**config.mk**
```make
export PLATFORM = sky130hd
export DESIGN_NAME = cam_mux
export DESIGN_NICKNAME = d
export VERILOG_FILES = /design/src/cam_pkg.sv /design/src/cam_sync3.sv /design/src/cam_pin.sv /design/src/cam_mux.sv
export VERILOG_INCLUDE_DIRS = /design/src /design/src/src
export SDC_FILE = /design/constraint.sdc
export NUM_CORES = 1
export LEC_CHECK = 0
export ABC_AREA = 1
export ABC_CLOCK_PERIOD_IN_PS = 2370
export BUFFER_PORTS_ARGS = -buffer_cell sky130_fd_sc_hd__buf_2
export CORE_MARGIN = 1.5
export CORE_UTILIZATION = 40
export CTS_BUF_LIST = sky130_fd_sc_hd__clkbuf_16
export DETAILED_ROUTE_END_ITERATION = 8
export GPL_TIMING_DRIVEN = 0
export SYNTH_ARGS = -nofsm -noshare
export SYNTH_HDL_FRONTEND = slang
export SYNTH_SLANG_ARGS = --single-unit
```
**constraint.sdc**
```tcl
create_clock -name pclk -period 2.37 [get_ports pclk]
set_clock_uncertainty 0.15 [all_clocks]
set_input_delay 0.1185 -clock pclk [delete_from_list [all_inputs] [get_ports pclk]]
set_output_delay 0.1185 -clock pclk [all_outputs]
set_load 0.01 [all_outputs]
```
**src/cam_params.svh**
```systemverilog
/*
 * constants for the clock-out and address pin multiplexer: register offsets,
 * field positions, reset values and widths.
 * assumes it is included by bare name from cam_sync3, cam_pin, cam_mux and tb_top.
 */
`ifndef CAM_PARAMS_SVH
`define CAM_PARAMS_SVH

// ****************************************
// register byte offsets on the APB
// ****************************************
`define CAM_OFS_CLKSEL 12'h000
`define CAM_OFS_BUSCTL 12'h004
`define CAM_OFS_PA_FUNC 12'h008
`define CAM_OFS_PA_DIR 12'h00C
`define CAM_OFS_PA_DATA 12'h010
`define CAM_OFS_PA_PULL 12'h014
`define CAM_OFS_PE_FUNC 12'h018
`define CAM_OFS_PE_DIR 12'h01C
`define CAM_OFS_PE_DATA 12'h020
`define CAM_OFS_PE_PULL 12'h024
`define CAM_OFS_PIN_IN 12'h028

// ****************************************
// fields
// ****************************************
`define CAM_SEL_W 4
`define CAM_BUSCTL_DRV_BIT 0
`define CAM_PA_LO 8
`define CAM_PA_N 6
`define CAM_PE_LO 2
`define CAM_PE_N 2
`define CAM_PORT_W 16
`define CAM_TEST_N 4

// ****************************************
// reset values
// ****************************************
`define CAM_RST_CLKSEL 4'h0
`define CAM_RST_DRV 1'b0
`define CAM_RST_PULL 16'hFFFF

`endif

```
**src/cam_pkg.sv**
```systemverilog
/*
 * types for the clock-out and address pin multiplexer.
 * assumes nothing of its surroundings.
 */
package cam_pkg;

	// clock-out source codes; codes above postscaler are test sources
	typedef enum logic [3:0] {
		CAM_SRC_OFF,
		CAM_SRC_MASTER,
		CAM_SRC_PERIPH,
		CAM_SRC_OSC,
		CAM_SRC_PRESC,
		CAM_SRC_POSTSC,
		CAM_SRC_TEST0,
		CAM_SRC_TEST1,
		CAM_SRC_TEST2,
		CAM_SRC_TEST3
	} cam_src_e;

endpackage

```
**src/cam_sync3.sv**
```systemverilog
/*
 * three-stage input synchroniser with agreement filter.
 * assumes the input is asynchronous to pclk.
 */
`timescale 1ns/10ps
`default_nettype none
`include "cam_params.svh"

module cam_sync3 (
	// clock and reset
	input wire logic pclk,
	input wire logic presetn,
	// data
	input wire logic din,
	output logic dout
);

	logic s1;
	logic s2;
	logic s3;

	// s1 feeds only s2; a change counts once s2 and s3 agree
	always_ff @(posedge pclk or negedge presetn) begin
		if (!presetn) begin
			s1 <= 1'b0;
			s2 <= 1'b0;
			s3 <= 1'b0;
			dout <= 1'b0;
		end else begin
			s1 <= din;
			s2 <= s1;
			s3 <= s2;
			if (s2 == s3) begin
				dout <= s3;
			end
		end
	end

endmodule // cam_sync3
`default_nettype wire

```
**src/cam_pin.sv**
```systemverilog
/*
 * one multiplexed address/port pin: chooses between the address function
 * and the general-purpose function, and resolves the idle-drive rule.
 * assumes the owning block registers the outputs.
 */
`timescale 1ns/10ps
`default_nettype none
`include "cam_params.svh"

module cam_pin (
	// selection
	input wire logic gpio_mode,
	input wire logic gpio_dir_out,
	input wire logic gpio_data,
	input wire logic pull_en,
	// address bus
	input wire logic addr_bit,
	input wire logic bus_active,
	input wire logic idle_drive_bit,
	// pad controls
	output logic next_out,
	output logic next_oe,
	output logic next_pull
);

	always_comb begin
		if (gpio_mode) begin
			next_out = gpio_data;
			next_oe = gpio_dir_out;
		end else begin
			next_out = addr_bit;
			// idle address lines float unless drive bit is set
			next_oe = bus_active | idle_drive_bit;
		end
		// pull-up only makes sense while the pin is an input
		next_pull = pull_en & ~next_oe;
	end

endmodule // cam_pin
`default_nettype wire

```
**src/cam_mux.sv**
```systemverilog
/*
 * clock output selection and low address pin multiplexing, with an APB
 * register slave.
 * assumes all internal clocks and the address bus are synchronous to
 * pclk or fed as plain levels; pad inputs are asynchronous.
 */
// Implementation choices: the APB interface to the registers and the register offsets.
// Functional notes
// drive buffered selected clock on output pin
// choices: off, master, periph, osc, pre, post
// extra select codes give test signals
// address 0-5 and controls float idle per drive
// address 6-7 obey the same drive bit
// software should set drive bit to one
// port A pins individually input or output
// port E pins individually input or output
// reset default is address bus function
// cleared port A pull bit disables pull-up
// address 0-5 map to port A bits 8-13
// port E pull bits 2,3 for address 6-7
// pins float while reset is asserted
`timescale 1ns/10ps
`default_nettype none
`include "cam_params.svh"

module cam_mux #(
	parameter int PA_N = `CAM_PA_N,
	parameter int PE_N = `CAM_PE_N
) (
	// apb
	input wire logic pclk,
	input wire logic presetn,
	input wire logic psel,
	input wire logic penable,
	input wire logic pwrite,
	input wire logic [11:0] paddr,
	input wire logic [31:0] pwdata,
	output logic [31:0] prdata,
	output logic pready,
	output logic pslverr,
	// internal clock sources
	input wire logic master_system_clock,
	input wire logic periph_clock,
	input wire logic osc_clock,
	input wire logic presc_clock,
	input wire logic postsc_clock,
	input wire logic [`CAM_TEST_N-1:0] test_sig,
	// external memory interface
	input wire logic [7:0] emi_addr,
	input wire logic [3:0] emi_ctl,
	input wire logic emi_active,
	// pads
	output logic clock_out_pin,
	output logic clock_out_oe,
	output logic [7:0] addr_out,
	output logic [7:0] addr_oe,
	output logic [7:0] addr_pullup,
	input wire logic [7:0] addr_in,
	output logic [3:0] emi_ctl_out,
	output logic [3:0] emi_ctl_oe
);

	// ****************************************
	// registers
	// ****************************************
	cam_pkg::cam_src_e clock_out_select_reg;
	logic idle_drive_bit;
	logic [PA_N-1:0] pa_func;
	logic [PA_N-1:0] pa_dir;
	logic [PA_N-1:0] pa_data;
	logic [PA_N-1:0] port_a_pullup_enable;
	logic [PE_N-1:0] pe_func;
	logic [PE_N-1:0] pe_dir;
	logic [PE_N-1:0] pe_data;
	logic [PE_N-1:0] port_e_pullup_enable;
	logic [7:0] pin_sync;
	logic wr_en;
	logic rd_en;
	logic addr_hit;
	logic [31:0] next_prdata;
	logic next_clk;
	logic [7:0] next_out;
	logic [7:0] next_oe;
	logic [7:0] next_pull;
	logic [7:0] gpio_mode;
	logic [7:0] gpio_dir;
	logic [7:0] gpio_data;
	logic [7:0] pull_sel;

	assign wr_en = psel & penable & pwrite;
	assign rd_en = psel & ~penable & ~pwrite;

	// ****************************************
	// register writes
	// ****************************************
	always_ff @(posedge pclk or negedge presetn) begin
		if (!presetn) begin
			clock_out_select_reg <= cam_pkg::CAM_SRC_OFF;
			idle_drive_bit <= `CAM_RST_DRV;
		end else if (wr_en) begin
			if (paddr == `CAM_OFS_CLKSEL) begin
				clock_out_select_reg <= cam_pkg::cam_src_e'(pwdata[`CAM_SEL_W-1:0]);
			end
			if (paddr == `CAM_OFS_BUSCTL) begin
				idle_drive_bit <= pwdata[`CAM_BUSCTL_DRV_BIT];
			end
		end
	end

	always_ff @(posedge pclk or negedge presetn) begin
		if (!presetn) begin
			pa_func <= '0;
			pe_func <= '0;
			pa_dir <= '0;
			pe_dir <= '0;
			pa_data <= '0;
			pe_data <= '0;
			port_a_pullup_enable <= {PA_N{1'b1}};
			port_e_pullup_enable <= {PE_N{1'b1}};
		end else if (wr_en) begin
			case (paddr)
				`CAM_OFS_PA_FUNC: pa_func <= pwdata[`CAM_PA_LO +: PA_N];
				`CAM_OFS_PA_DIR: pa_dir <= pwdata[`CAM_PA_LO +: PA_N];
				`CAM_OFS_PA_DATA: pa_data <= pwdata[`CAM_PA_LO +: PA_N];
				`CAM_OFS_PA_PULL: port_a_pullup_enable <= pwdata[`CAM_PA_LO +: PA_N];
				`CAM_OFS_PE_FUNC: pe_func <= pwdata[`CAM_PE_LO +: PE_N];
				`CAM_OFS_PE_DIR: pe_dir <= pwdata[`CAM_PE_LO +: PE_N];
				`CAM_OFS_PE_DATA: pe_data <= pwdata[`CAM_PE_LO +: PE_N];
				`CAM_OFS_PE_PULL: port_e_pullup_enable <= pwdata[`CAM_PE_LO +: PE_N];
				default: begin
				end
			endcase
		end
	end

	// ****************************************
	// register reads
	// ****************************************
	always_comb begin
		next_prdata = 32'h00000000;
		addr_hit = 1'b1;
		case (paddr)
			`CAM_OFS_CLKSEL: next_prdata[`CAM_SEL_W-1:0] = clock_out_select_reg;
			`CAM_OFS_BUSCTL: next_prdata[`CAM_BUSCTL_DRV_BIT] = idle_drive_bit;
			`CAM_OFS_PA_FUNC: next_prdata[`CAM_PA_LO +: PA_N] = pa_func;
			`CAM_OFS_PA_DIR: next_prdata[`CAM_PA_LO +: PA_N] = pa_dir;
			`CAM_OFS_PA_DATA: next_prdata[`CAM_PA_LO +: PA_N] = pa_data;
			`CAM_OFS_PA_PULL: next_prdata[`CAM_PA_LO +: PA_N] = port_a_pullup_enable;
			`CAM_OFS_PE_FUNC: next_prdata[`CAM_PE_LO +: PE_N] = pe_func;
			`CAM_OFS_PE_DIR: next_prdata[`CAM_PE_LO +: PE_N] = pe_dir;
			`CAM_OFS_PE_DATA: next_prdata[`CAM_PE_LO +: PE_N] = pe_data;
			`CAM_OFS_PE_PULL: next_prdata[`CAM_PE_LO +: PE_N] = port_e_pullup_enable;
			`CAM_OFS_PIN_IN: begin
				next_prdata[`CAM_PA_LO +: PA_N] = pin_sync[PA_N-1:0];
				next_prdata[`CAM_PE_LO +: PE_N] = pin_sync[7:PA_N];
			end
			default: addr_hit = 1'b0;
		endcase
	end

	// read data is captured in setup so access answers with zero wait
	always_ff @(posedge pclk or negedge presetn) begin
		if (!presetn) begin
			prdata <= 32'h00000000;
			pslverr <= 1'b0;
			pready <= 1'b0;
		end else begin
			if (rd_en) begin
				prdata <= next_prdata;
			end
			pready <= psel & ~penable;
			pslverr <= psel & ~penable & ~addr_hit;
		end
	end

	// ****************************************
	// pad input synchronisers
	// ****************************************
	genvar gi;
	generate
		for (gi = 0; gi < 8; gi++) begin : g_sync
			cam_sync3 u_sync (
				.pclk(pclk),
				.presetn(presetn),
				.din(addr_in[gi]),
				.dout(pin_sync[gi])
			);
		end
	endgenerate

	// ****************************************
	// clock output select
	// ****************************************
	// glitches on a source change are accepted; the pin is not a timing reference
	always_comb begin
		case (clock_out_select_reg)
			cam_pkg::CAM_SRC_MASTER: next_clk = master_system_clock;
			cam_pkg::CAM_SRC_PERIPH: next_clk = periph_clock;
			cam_pkg::CAM_SRC_OSC: next_clk = osc_clock;
			cam_pkg::CAM_SRC_PRESC: next_clk = presc_clock;
			cam_pkg::CAM_SRC_POSTSC: next_clk = postsc_clock;
			cam_pkg::CAM_SRC_TEST0: next_clk = test_sig[0];
			cam_pkg::CAM_SRC_TEST1: next_clk = test_sig[1];
			cam_pkg::CAM_SRC_TEST2: next_clk = test_sig[2];
			cam_pkg::CAM_SRC_TEST3: next_clk = test_sig[3];
			default: next_clk = 1'b0;
		endcase
	end

	// registered copy: sources are sampled at pclk and thus at most half its rate
	always_ff @(posedge pclk or negedge presetn) begin
		if (!presetn) begin
			clock_out_pin <= 1'b0;
			clock_out_oe <= 1'b0;
		end else begin
			clock_out_pin <= next_clk;
			clock_out_oe <= (clock_out_select_reg != cam_pkg::CAM_SRC_OFF);
		end
	end

	// ****************************************
	// address pin multiplexing
	// ****************************************
	assign gpio_mode = {pe_func, pa_func};
	assign gpio_dir = {pe_dir, pa_dir};
	assign gpio_data = {pe_data, pa_data};
	assign pull_sel = {port_e_pullup_enable, port_a_pullup_enable};

	generate
		for (gi = 0; gi < 8; gi++) begin : g_pin
			cam_pin u_pin (
				.gpio_mode(gpio_mode[gi]),
				.gpio_dir_out(gpio_dir[gi]),
				.gpio_data(gpio_data[gi]),
				.pull_en(pull_sel[gi]),
				.addr_bit(emi_addr[gi]),
				.bus_active(emi_active),
				.idle_drive_bit(idle_drive_bit),
				.next_out(next_out[gi]),
				.next_oe(next_oe[gi]),
				.next_pull(next_pull[gi])
			);
		end
	endgenerate

	always_ff @(posedge pclk or negedge presetn) begin
		if (!presetn) begin
			addr_out <= 8'h00;
			addr_oe <= 8'h00;
			addr_pullup <= 8'h00;
			emi_ctl_out <= 4'h0;
			emi_ctl_oe <= 4'h0;
		end else begin
			addr_out <= next_out;
			addr_oe <= next_oe;
			addr_pullup <= next_pull;
			emi_ctl_out <= emi_ctl;
			emi_ctl_oe <= {4{emi_active | idle_drive_bit}};
		end
	end

	// ****************************************
	// checks
	// ****************************************
	clk_follow_a: assert property (@(posedge pclk) disable iff (!presetn)
		clock_out_select_reg == cam_pkg::CAM_SRC_MASTER && $stable(clock_out_select_reg)
		|=> clock_out_pin == $past(master_system_clock))
		else $error("clock out does not follow master clock");
	clk_off_a: assert property (@(posedge pclk) disable iff (!presetn)
		clock_out_select_reg == cam_pkg::CAM_SRC_OFF |=> !clock_out_oe)
		else $error("clock out driven while disabled");
	clk_test_a: assert property (@(posedge pclk) disable iff (!presetn)
		clock_out_select_reg == cam_pkg::CAM_SRC_TEST0 |=> clock_out_pin == $past(test_sig[0]))
		else $error("test source not routed");
	idle_float_a: assert property (@(posedge pclk) disable iff (!presetn)
		!emi_active && !idle_drive_bit && pa_func[0] == 1'b0 |=> !addr_oe[0] && emi_ctl_oe == 4'h0)
		else $error("idle address or control lines driven");
	hi_drive_a: assert property (@(posedge pclk) disable iff (!presetn)
		idle_drive_bit && pe_func[1] == 1'b0 |=> addr_oe[7])
		else $error("address 7 floats with drive bit set");
	pa_dir_a: assert property (@(posedge pclk) disable iff (!presetn)
		pa_func[2] |=> addr_oe[2] == $past(pa_dir[2]))
		else $error("port A direction not applied");
	pe_dir_a: assert property (@(posedge pclk) disable iff (!presetn)
		pe_func[0] |=> addr_oe[6] == $past(pe_dir[0]) && addr_out[6] == $past(pe_data[0]))
		else $error("port E direction or data not applied");
	reset_func_a: assert property (@(posedge pclk)
		$rose(presetn) |-> pa_func == '0 && pe_func == '0)
		else $error("pins not in address mode after reset");
	pull_off_a: assert property (@(posedge pclk) disable iff (!presetn)
		!port_a_pullup_enable[0] |=> !addr_pullup[0])
		else $error("pull-up active with its enable cleared");
	pa_map_a: assert property (@(posedge pclk) disable iff (!presetn)
		wr_en && paddr == `CAM_OFS_PA_PULL |=> port_a_pullup_enable[0] == $past(pwdata[8]))
		else $error("port A pull bit mapping wrong");
	pe_map_a: assert property (@(posedge pclk) disable iff (!presetn)
		wr_en && paddr == `CAM_OFS_PE_PULL |=> port_e_pullup_enable[0] == $past(pwdata[2]))
		else $error("port E pull bit mapping wrong");
	reset_hiz_a: assert property (@(posedge pclk)
		!presetn |-> addr_oe == 8'h00 && !clock_out_oe)
		else $error("pins driven in reset");
	apb_ready_a: assert property (@(posedge pclk) disable iff (!presetn)
		psel && !penable |=> pready ##1 !pready)
		else $error("apb ready timing wrong");
	// upper field bits and second pins of each port, so a shifted slice cannot pass
	pe_pull_off_a: assert property (@(posedge pclk) disable iff (!presetn)
		!port_e_pullup_enable[1] |=> !addr_pullup[7])
		else $error("port E pull-up active with its enable cleared");
	pa_top_map_a: assert property (@(posedge pclk) disable iff (!presetn)
		wr_en && paddr == `CAM_OFS_PA_FUNC |=> pa_func[5] == $past(pwdata[13]))
		else $error("port A upper bit mapping wrong");
	pe_top_map_a: assert property (@(posedge pclk) disable iff (!presetn)
		wr_en && paddr == `CAM_OFS_PE_FUNC |=> pe_func[1] == $past(pwdata[3]))
		else $error("port E upper bit mapping wrong");
	bus_drive_a: assert property (@(posedge pclk) disable iff (!presetn)
		emi_active && !pa_func[1] |=> addr_oe[1] && addr_out[1] == $past(emi_addr[1]))
		else $error("active bus address not driven");
	hi_float_a: assert property (@(posedge pclk) disable iff (!presetn)
		!emi_active && !idle_drive_bit && !pe_func[1] |=> !addr_oe[7])
		else $error("idle address 7 driven with drive bit clear");
	pe_hi_dir_a: assert property (@(posedge pclk) disable iff (!presetn)
		pe_func[1] |=> addr_oe[7] == $past(pe_dir[1]))
		else $error("port E upper direction not applied");
	pa_hi_dir_a: assert property (@(posedge pclk) disable iff (!presetn)
		pa_func[5] |=> addr_oe[5] == $past(pa_dir[5]) && addr_out[5] == $past(pa_data[5]))
		else $error("port A upper direction or data not applied");
	clk_periph_a: assert property (@(posedge pclk) disable iff (!presetn)
		clock_out_select_reg == cam_pkg::CAM_SRC_PERIPH
		|=> clock_out_oe && clock_out_pin == $past(periph_clock))
		else $error("peripheral clock not routed");
	clk_test3_a: assert property (@(posedge pclk) disable iff (!presetn)
		clock_out_select_reg == cam_pkg::CAM_SRC_TEST3 |=> clock_out_pin == $past(test_sig[3]))
		else $error("last test source not routed");
	reset_pull_a: assert property (@(posedge pclk)
		!presetn |-> addr_pullup == 8'h00 && emi_ctl_oe == 4'h0)
		else $error("pull-ups or control lines active in reset");
	apb_err_a: assert property (@(posedge pclk) disable iff (!presetn)
		psel && !penable && paddr > `CAM_OFS_PIN_IN |=> pready && pslverr)
		else $error("unmapped access not flagged");

	clk_on_c: cover property (@(posedge pclk) disable iff (!presetn)
		clock_out_oe && clock_out_select_reg == cam_pkg::CAM_SRC_POSTSC);
	gpio_out_c: cover property (@(posedge pclk) disable iff (!presetn) pa_func[0] && addr_oe[0]);
	idle_drive_c: cover property (@(posedge pclk) disable iff (!presetn)
		idle_drive_bit && !emi_active && addr_oe[0]);
	bad_addr_c: cover property (@(posedge pclk) disable iff (!presetn) pslverr);
	pe_gpio_c: cover property (@(posedge pclk) disable iff (!presetn) pe_func[0] && addr_oe[6]);

endmodule // cam_mux
`default_nettype wire

```
# == Word level (Yosys, flattened, before mapping) ==
# Cells that the tools add are included.
# totals
register_bits,112
input_bits,79
out_inout_bits,68
elab_cells,139
# classes
eq_ne,27
mux,22
n_bitwise,25
reduce_logical,13
# op_table
op,count
12-bit by 5-bit equality test with 1-bit output (second input constant),4
12-bit by 6-bit equality test with 1-bit output (second input constant),3
6-bit one-hot mux with 5 select lines,1
12-bit by 4-bit equality test with 1-bit output (second input constant),2
2-bit AND reduction,10
1-bit two-way mux,18
4-bit by 3-bit equality test with 1-bit output (second input constant),4
1-bit AND,13
12-bit by 3-bit equality test with 1-bit output (second input constant),1
12-bit logical NOT,1
2-bit one-hot mux with 6 select lines,1
1-bit NOT,11
11-bit OR reduction,1
1-bit one-hot mux with 9 select lines,1
1-bit equality test,8
4-bit by 2-bit equality test with 1-bit output (second input constant),2
4-bit equality test (second input constant),2
4-bit by 1-bit equality test with 1-bit output (second input constant),1
4-bit nonzero test,1
1-bit one-hot mux with 2 select lines,1
1-bit OR,1

# == Logic depth before layout (Yosys ltp) ==
# Gate-level depths: netlist (run 1).
# depth
word_depth,5
mapped_depth,10
depth_no_buf,9

# == Hierarchy ==
# Synthesis (run 1) repeated with hierarchy kept, for this count alone.
# hier_totals
hier_cells,544
area_unflattened_um2,4878.4
# by_module_without_submodules
mod,instances,cells_per_inst,area_per_inst_um2,seq_area_each_um2
cam_mux,1,392,3587.2,2011.9
cam_sync3,8,8,116.4,100.1
cam_pin,8,11,45.0,0.0

# == Least setup slack after synthesis (run 1) ==
# Ideal clock, no wire load.
# synth_timing
kind,input port to flip-flop
startpoint,input paddr[11]
endpoint,register pa_dir[1]
setup_time_ns,0.119
arrival_ns,0.996
required_ns,2.101
setup_slack_ns,1.106
cell_stages,8
path_buffers,1
cell_sequence,nor2_2 nand2_4 nor2_8 nand2_4 nor2_4 buf_6 nand2_1 o21a_1
# synth_via
elab_chain_len,2
# synth_lines
element,line,text
from (decl),cam_mux.sv:36,"input wire logic [11:0] paddr,"
12-bit by 4-bit equality test with 1-bit output,cam_mux.sv:121,case (paddr)
2-bit AND reduction (no source line),n/a,
to (signal assigned),cam_mux.sv:123,`CAM_OFS_PA_DIR: pa_dir <= pwdata[`CAM_PA_LO +: PA_N];
to (decl),cam_mux.sv:69,logic [PA_N-1:0] pa_dir;
# Every way passes these cells.
# A chain may end at the register's enable or synchronous reset.

# == Final worst setup path (run 1) ==
# layout_timing
startpoint,register clock_out_select_reg[0]
endpoint,register clock_out_pin
# layout_via
elab_chain_len,2
elab_cells_between_ends,10
cone_classes,eq/ne: 9; mux: 1
# layout_lines
element,line,text
from (decl),cam_mux.sv:66,cam_pkg::cam_src_e clock_out_select_reg;
from (signal assigned),cam_mux.sv:98,clock_out_select_reg <= cam_pkg::CAM_SRC_OFF;
from (signal assigned),cam_mux.sv:102,clock_out_select_reg <= cam_pkg::cam_src_e'(pwdata[`CAM_SEL_W-1:0]);
4-bit equality test (tied with other cells),cam_mux.sv:196,case (clock_out_select_reg)
1-bit one-hot mux with 9 select lines (*),cam_mux.sv:196,
net next_clk,cam_mux.sv:81,logic next_clk;
to (signal assigned),cam_mux.sv:216,clock_out_pin <= next_clk;
to (decl),cam_mux.sv:53,"output logic clock_out_pin,"
# The timed path passes the listed nets; every way through them passes the cells marked *.

==> results of run 1 <==
worst max-delay path, cell delays in order, from the launching register on:
cell           delay [ps]
dfrtp_1               440
inv_2                  80
nand2_1                60
inv_1                  50
a22oi_1               130
dlygate4sd3_1         570
o211ai_1               80
dlygate4sd3_1         550
cell type report:
| type | count | share of cell area |
|---|---|---|
| buffer | 36 | 0.04514 |
| clock buffer | 9 | 0.03579 |
| clock inverter | 6 | 0.005965 |
| inverter | 54 | 0.03221 |
| multi-input combinational | 323 | 0.2583 |
| sequential | 112 | 0.4470 |
| tap | 147 | 0.02923 |
| timing repair buffer | 141 | 0.1464 |
layout by cell type (no fill, tap or decap), types with 2 or more instances in the layout:
cell	netlist	final
buf_4	29	30
nor2_2	6	6
dfrtp_1	104	104
conb_1	1	22
nor3_1	2	2
o21a_1	6	6
nor2_8	2	2
clkinv_4	0	2
maj3_1	8	8
o21ai_1	11	11
inv_1	50	48
nor2_4	6	6
a21boi_1	7	7
nand2_1	114	114
inv_2	4	6
or2_2	8	8
dlygate4sd3_1	0	38
buf_2	2	103
nand3_2	3	3
nor2_1	32	32
clkbuf_16	0	9
dfstp_2	8	8
nand3_1	51	51
o21ai_0	29	29
nand2_2	3	3
a21oi_1	2	2
buf_6	5	5
clkinv_1	0	2
nand2_4	3	3
layer usage:
layer,share of wire,global-route usage,vias to the layer above
met2,0.46,0.2881,114
met1,0.45,0.2482,1750
li1,-,-,1910
met3,0.058,0.04285,23
met5,0,0,-
met4,0.033,0.1075,0
path summary, 6_finish.rpt:
check                                               startpoint                                   to  slack [ps]
max                        clock_out_select_reg[0]$_DFFE_PN0P_              clock_out_pin$_DFF_PN0_         140
min                                                       psel                    pslverr$_DFF_PN0_          50
max reg2reg                clock_out_select_reg[0]$_DFFE_PN0P_              clock_out_pin$_DFF_PN0_         140
min reg2reg                      g_sync[2].u_sync.s1$_DFF_PN0_        g_sync[2].u_sync.s2$_DFF_PN0_         200
max in group asynchronous                              presetn  port_e_pullup_enable[0]$_DFFE_PN1P_        1150
min in group asynchronous                              presetn             emi_ctl_out[1]$_DFF_PN0_         170
repair_timing:
item,4_1_cts,5_1_grt
gates resized for setup,0,2
endpoints found under the hold margin,108,0
endpoints found under the setup margin,0,1
hold buffers,38,0
metrics by stage:
| stage | TNS [ps] | cells | setup WS, ps |
|---|---|---|---|
| 6_report | 0 | 828 | 138.4 |
| 5_1_grt | 0 | 828 | 10.58 |
| 4_1_cts | 0 | 828 | 86.71 |
| 3_5_place_dp | 0 | 775 | 654.1 |
| 3_3_place_gp | -25110 | 774 | -248.9 |
| 2_1_floorplan | 0 | 525 | 1106 |
cells by family after synthesis:
kind of cell	share of synthesized area
compound gates	0.07178
fa+ha+maj	0.01653
buf+inv	0.1004
flops	0.5804
mux	0.002324
other cells	0.0007739
simple gates	0.2277
power by group:
part / switching, mW / internal, mW / leakage, nW / total [mW]
sequential: 0.0335 / 1.98 / 1.35 / 2.01
combinational: 0.179 / 0.177 / 1.80 / 0.356
clock: 0.673 / 0.702 / 0.126 / 1.37
==> impl_metrics.ini, run 1 <==
[status]
status = completed

[die]
core_area_um2 = 11910
dieArea_um2 = 12780
ios = 147
rows = 40
die_w_um = 113.1
die_h_um = 113.1
start_util = 0.4068

[synthesis]
synth_top_area_frac = 0.5371
synth_area_leaders = dfrtp_1 (54%), nand2_1 (8.8%), nand3_1 (5.3%)
synth.cells.most_frequent = nand2_1 (114), dfrtp_1 (104), nand3_1 (51)
netlist_area_um2 = 4846
synth_area_leader_cell = dfrtp_1
synth_seq_area_share = 0.5804
ys_warn_count = 0
async_flop_share = 1.000
avgSynthCellArea_um2 = 9.615
synthCells = 504
synth_seq_cells = 112
synth_cell_types = 33
synth-edff-count = 0
synth.most_common_cell = nand2_1
synth_top_flop_cell = dfrtp_1

[cells_and_area]
areaGrowthSynthToFinish_pct = 29.85
diodes = 0
final-seq-area_um2 = 2813
drive_above_1_share = 0.2937
multi_input_area_um2 = 1625
final_util = 0.5283
top_register = prdata
final_cell_area_um2 = 6292
largest_register_ffs = 10
num-fill-cells = 1126
layout.nets = 756

[clocking]
clockRootBuffer = clkbuf_16
htreeDepth = 3
cts_tree = done
clockBufferDepth = 2
numCtsBuffers = 9
postCtsSetupRepairBufs = 0
clk_latency_ps = 350
cts.sinks = 112
clk_pin_slew_ps = 70

[timing]
rsz0062_at_grt = false
hold_ws_ps = 47.54
fin_crit_sh = 0.9416
report.final.hold_viol_count = 0
maxSlewViolCount = 0
slew_headroom = 0.4687
max_slew.worst_pin.slew_ps = 794.0
setup_viol = 0
max_freq_mhz = 448.1
fin_crit_ps = 2232

[setup_path]
path_max_fanout = 6
worstPathRequired_ps = 2460
worst_setup_path_end_kind = flop
cp.arrival_ps = 2320
worstSetupPathType = reg2reg
cp-start-kind = flop
r2r_cells = 7

[placed_design]
finalWeightedCongestion = 0.8243
dpl_cell_area_um2 = 5649
dp.final_hpwl_mm = 7.831
portBuffers = 102

[drt]
detail_route.wirelength_mm = 11.10
vias = 3797
first_pass_iters = 5
via_per_inst = 4.586
ant_nets = 0
avgRoutedWirePerCell_um = 13.40
drtIter0Drc = 154
drc = 0

[global_route]
grt-ovfl-total = 0
grt_usage = 0.1885
antenna_found_initial = 0
grt_pass1_vias = 3725
grt_max_degree = 67
grt_pass1_wl_mm = 18.45

[power_and_ir_drop]
vdd.ir_drop.worst_mv = 0.4103
total_power_mw = 3.742
p_per_area_nw_per_um2 = 594.7
p_leak_nw = 3.270

[run]
maxCapViolations = 0

[worst_hold_path]
holdCritPathClass = in2reg
holdPathStages = 7
Note: power is estimated with default switching activity, not from simulation.
==> run 2, diff against run 1 <==
Settings changed: BUFFER_PORTS_ARGS -buffer_cell sky130_fd_sc_hd__buf_2 to default, DONT_BUFFER_PORTS from default to 1.
==> run 2 against run 1 <==
The run now ends with negative hold slack left. Register-to-register slack lost 50 ps. First-iteration DRC count up 5.2%. Combinational power decreased by 40%. Non-clock buffer count shrank 103. Clock-buffer cell count is the same. Final area shrank 8.7%. Worst setup slack worse by 54 ps.
==> impl_metrics.ini, run 2 (same netlist as run 1, synthesis figures left out) <==
[drt]
avgRoutedWirePerCell_um = 14.95
drtIter0Drc = 162
detail_route.wirelength_mm = 10.84
vias = 3481
via_per_inst = 4.801
ant_nets = 0
drc = 0
first_pass_iters = 4

[cells_and_area]
instances_no_fill = 725
largest_register_ffs = 10
diodes = 0
drive_above_1_share = 0.1678
top_register = prdata
final_cell_mix = nand2_1 (114), dfrtp_1 (103), nand3_1 (51)
num-fill-cells = 1121
final_util = 0.4822
layout.nets = 653
areaGrowthSynthToFinish_pct = 18.54
mostFrequentLayoutCell = nand2_1

[timing]
maxSlewViolCount = 0
fin_crit_sh = 0.9644
max_freq_mhz = 437.5
hold_ws_ps = -689.3
report.final.hold_viol_count = 112
slew_headroom = 0.4339
setup_viol = 0
fin_crit_ps = 2286
max_slew.worst_pin.slew_ps = 846.1
setup_tns_ps = 0
rsz0062_at_grt = false

[clocking]
clockBufferDepth = 2
cts.sinks = 112
clk_pin_slew_ps = 70
clk_latency_ps = 350
cts.hold.buffers_added = 38
numCtsBuffers = 9
clockRootBuffer = clkbuf_16
htreeDepth = 3
cts_tree = done

[placed_design]
portBuffers = 0
dp_cells = 672
dp.final_hpwl_mm = 7.385
finalWeightedCongestion = 0.8104

[global_route]
grt_usage = 0.1840
grt_pass1_vias = 3445
grt_max_degree = 113
grt_pass1_wl_mm = 17.84
grt-ovfl-total = 0
antenna_found_initial = 0

[setup_path]
worst_setup_path_end_kind = flop
cp.arrival_ps = 2370
path_max_fanout = 6
worstSetupPathType = reg2reg
worstPathRequired_ps = 2450
cp-start-kind = flop
r2r_cells = 7

[die]
dieArea_um2 = 12780
die_w_um = 113.1
die_h_um = 113.1
rows = 40
ios = 147
start_util = 0.4068
core_area_um2 = 11910

[status]
violations = negative hold slack
status = finished, violations left

[worst_hold_path]
holdCritPathClass = in2async

[power_and_ir_drop]
total_power_mw = 3.602
vdd.ir_drop.worst_mv = 0.4114
p_leak_nw = 2.828
p_per_area_nw_per_um2 = 627.1

[run]
maxCapViolations = 0
[run 2: path summary, 6_finish.rpt]
check	slack (ps)	endpoint	from
setup reg to reg	80	clock_out_pin$_DFF_PN0_	clock_out_select_reg[1]$_DFFE_PN0P_
setup / recovery	80	clock_out_pin$_DFF_PN0_	clock_out_select_reg[1]$_DFFE_PN0P_
max in group asynchronous	2530	port_e_pullup_enable[0]$_DFFE_PN1P_	presetn
hold / removal	-690	emi_ctl_out[3]$_DFF_PN0_	presetn
min in group pclk	20	prdata[2]$_DFFE_PN0P_	paddr[2]
hold reg to reg	200	g_sync[5].u_sync.s2$_DFF_PN0_	g_sync[5].u_sync.s1$_DFF_PN0_
[run 2: metal layers]
| layer | part of all wire | routed length (um) | vias to the layer above | track usage |
|---|---|---|---|---|
| met5 | 0 | 0 | - | 0 |
| met4 | 0.035 | 378 | 0 | 0.1025 |
| met3 | 0.071 | 767 | 31 | 0.04713 |
| met2 | 0.46 | 4969 | 130 | 0.2808 |
| met1 | 0.44 | 4721 | 1629 | 0.2401 |
| li1 | - | - | 1691 | - |
[run 2: timing repair]
action / 4_1_cts / 5_1_grt
setup buffers: 0 / 0
endpoints found under the hold margin: 177 / 112
endpoints found under the setup margin: 0 / 1
gates resized for setup: 0 / 3
[run 2: where the power goes]
group          total (mW)  internal [mW]  switching [mW]
Sequential           2.04           1.98          0.0605
Clock                1.35          0.693           0.655
Combinational       0.215          0.120          0.0959
Total                3.60           2.79           0.811
[run 2: through the flow]
stage               instance area, um2  worst slack (ps)
CTS                               5743             83.47
floorplan                         4925              1106
detailed placement                5109             643.9
global route                      5744             32.87
finish                            5744             84.44
global placement                  5109             690.1
[run 2: cell type report]
type	count	area (um2)	area share
Tap cell	147	183.9	0.03202
Sequential cell	112	2814	0.4899
Clock buffer	9	225.2	0.03921
Clock inverter	6	28.78	0.005010
Buffer	36	284.0	0.04944
Timing Repair Buffer	38	380.4	0.06622
Inverter	54	202.7	0.03529
Multi-Input combinational cell	323	1625	0.2829
[run 2: worst max-delay path, stage by stage, from the launching register on]
cell and delay [ps]:
dfrtp_1 410, inv_2 90, nand2_1 70, inv_1 60, a22oi_1 160, dlygate4sd3_1 580
o211ai_1 90, dlygate4sd3_1 560
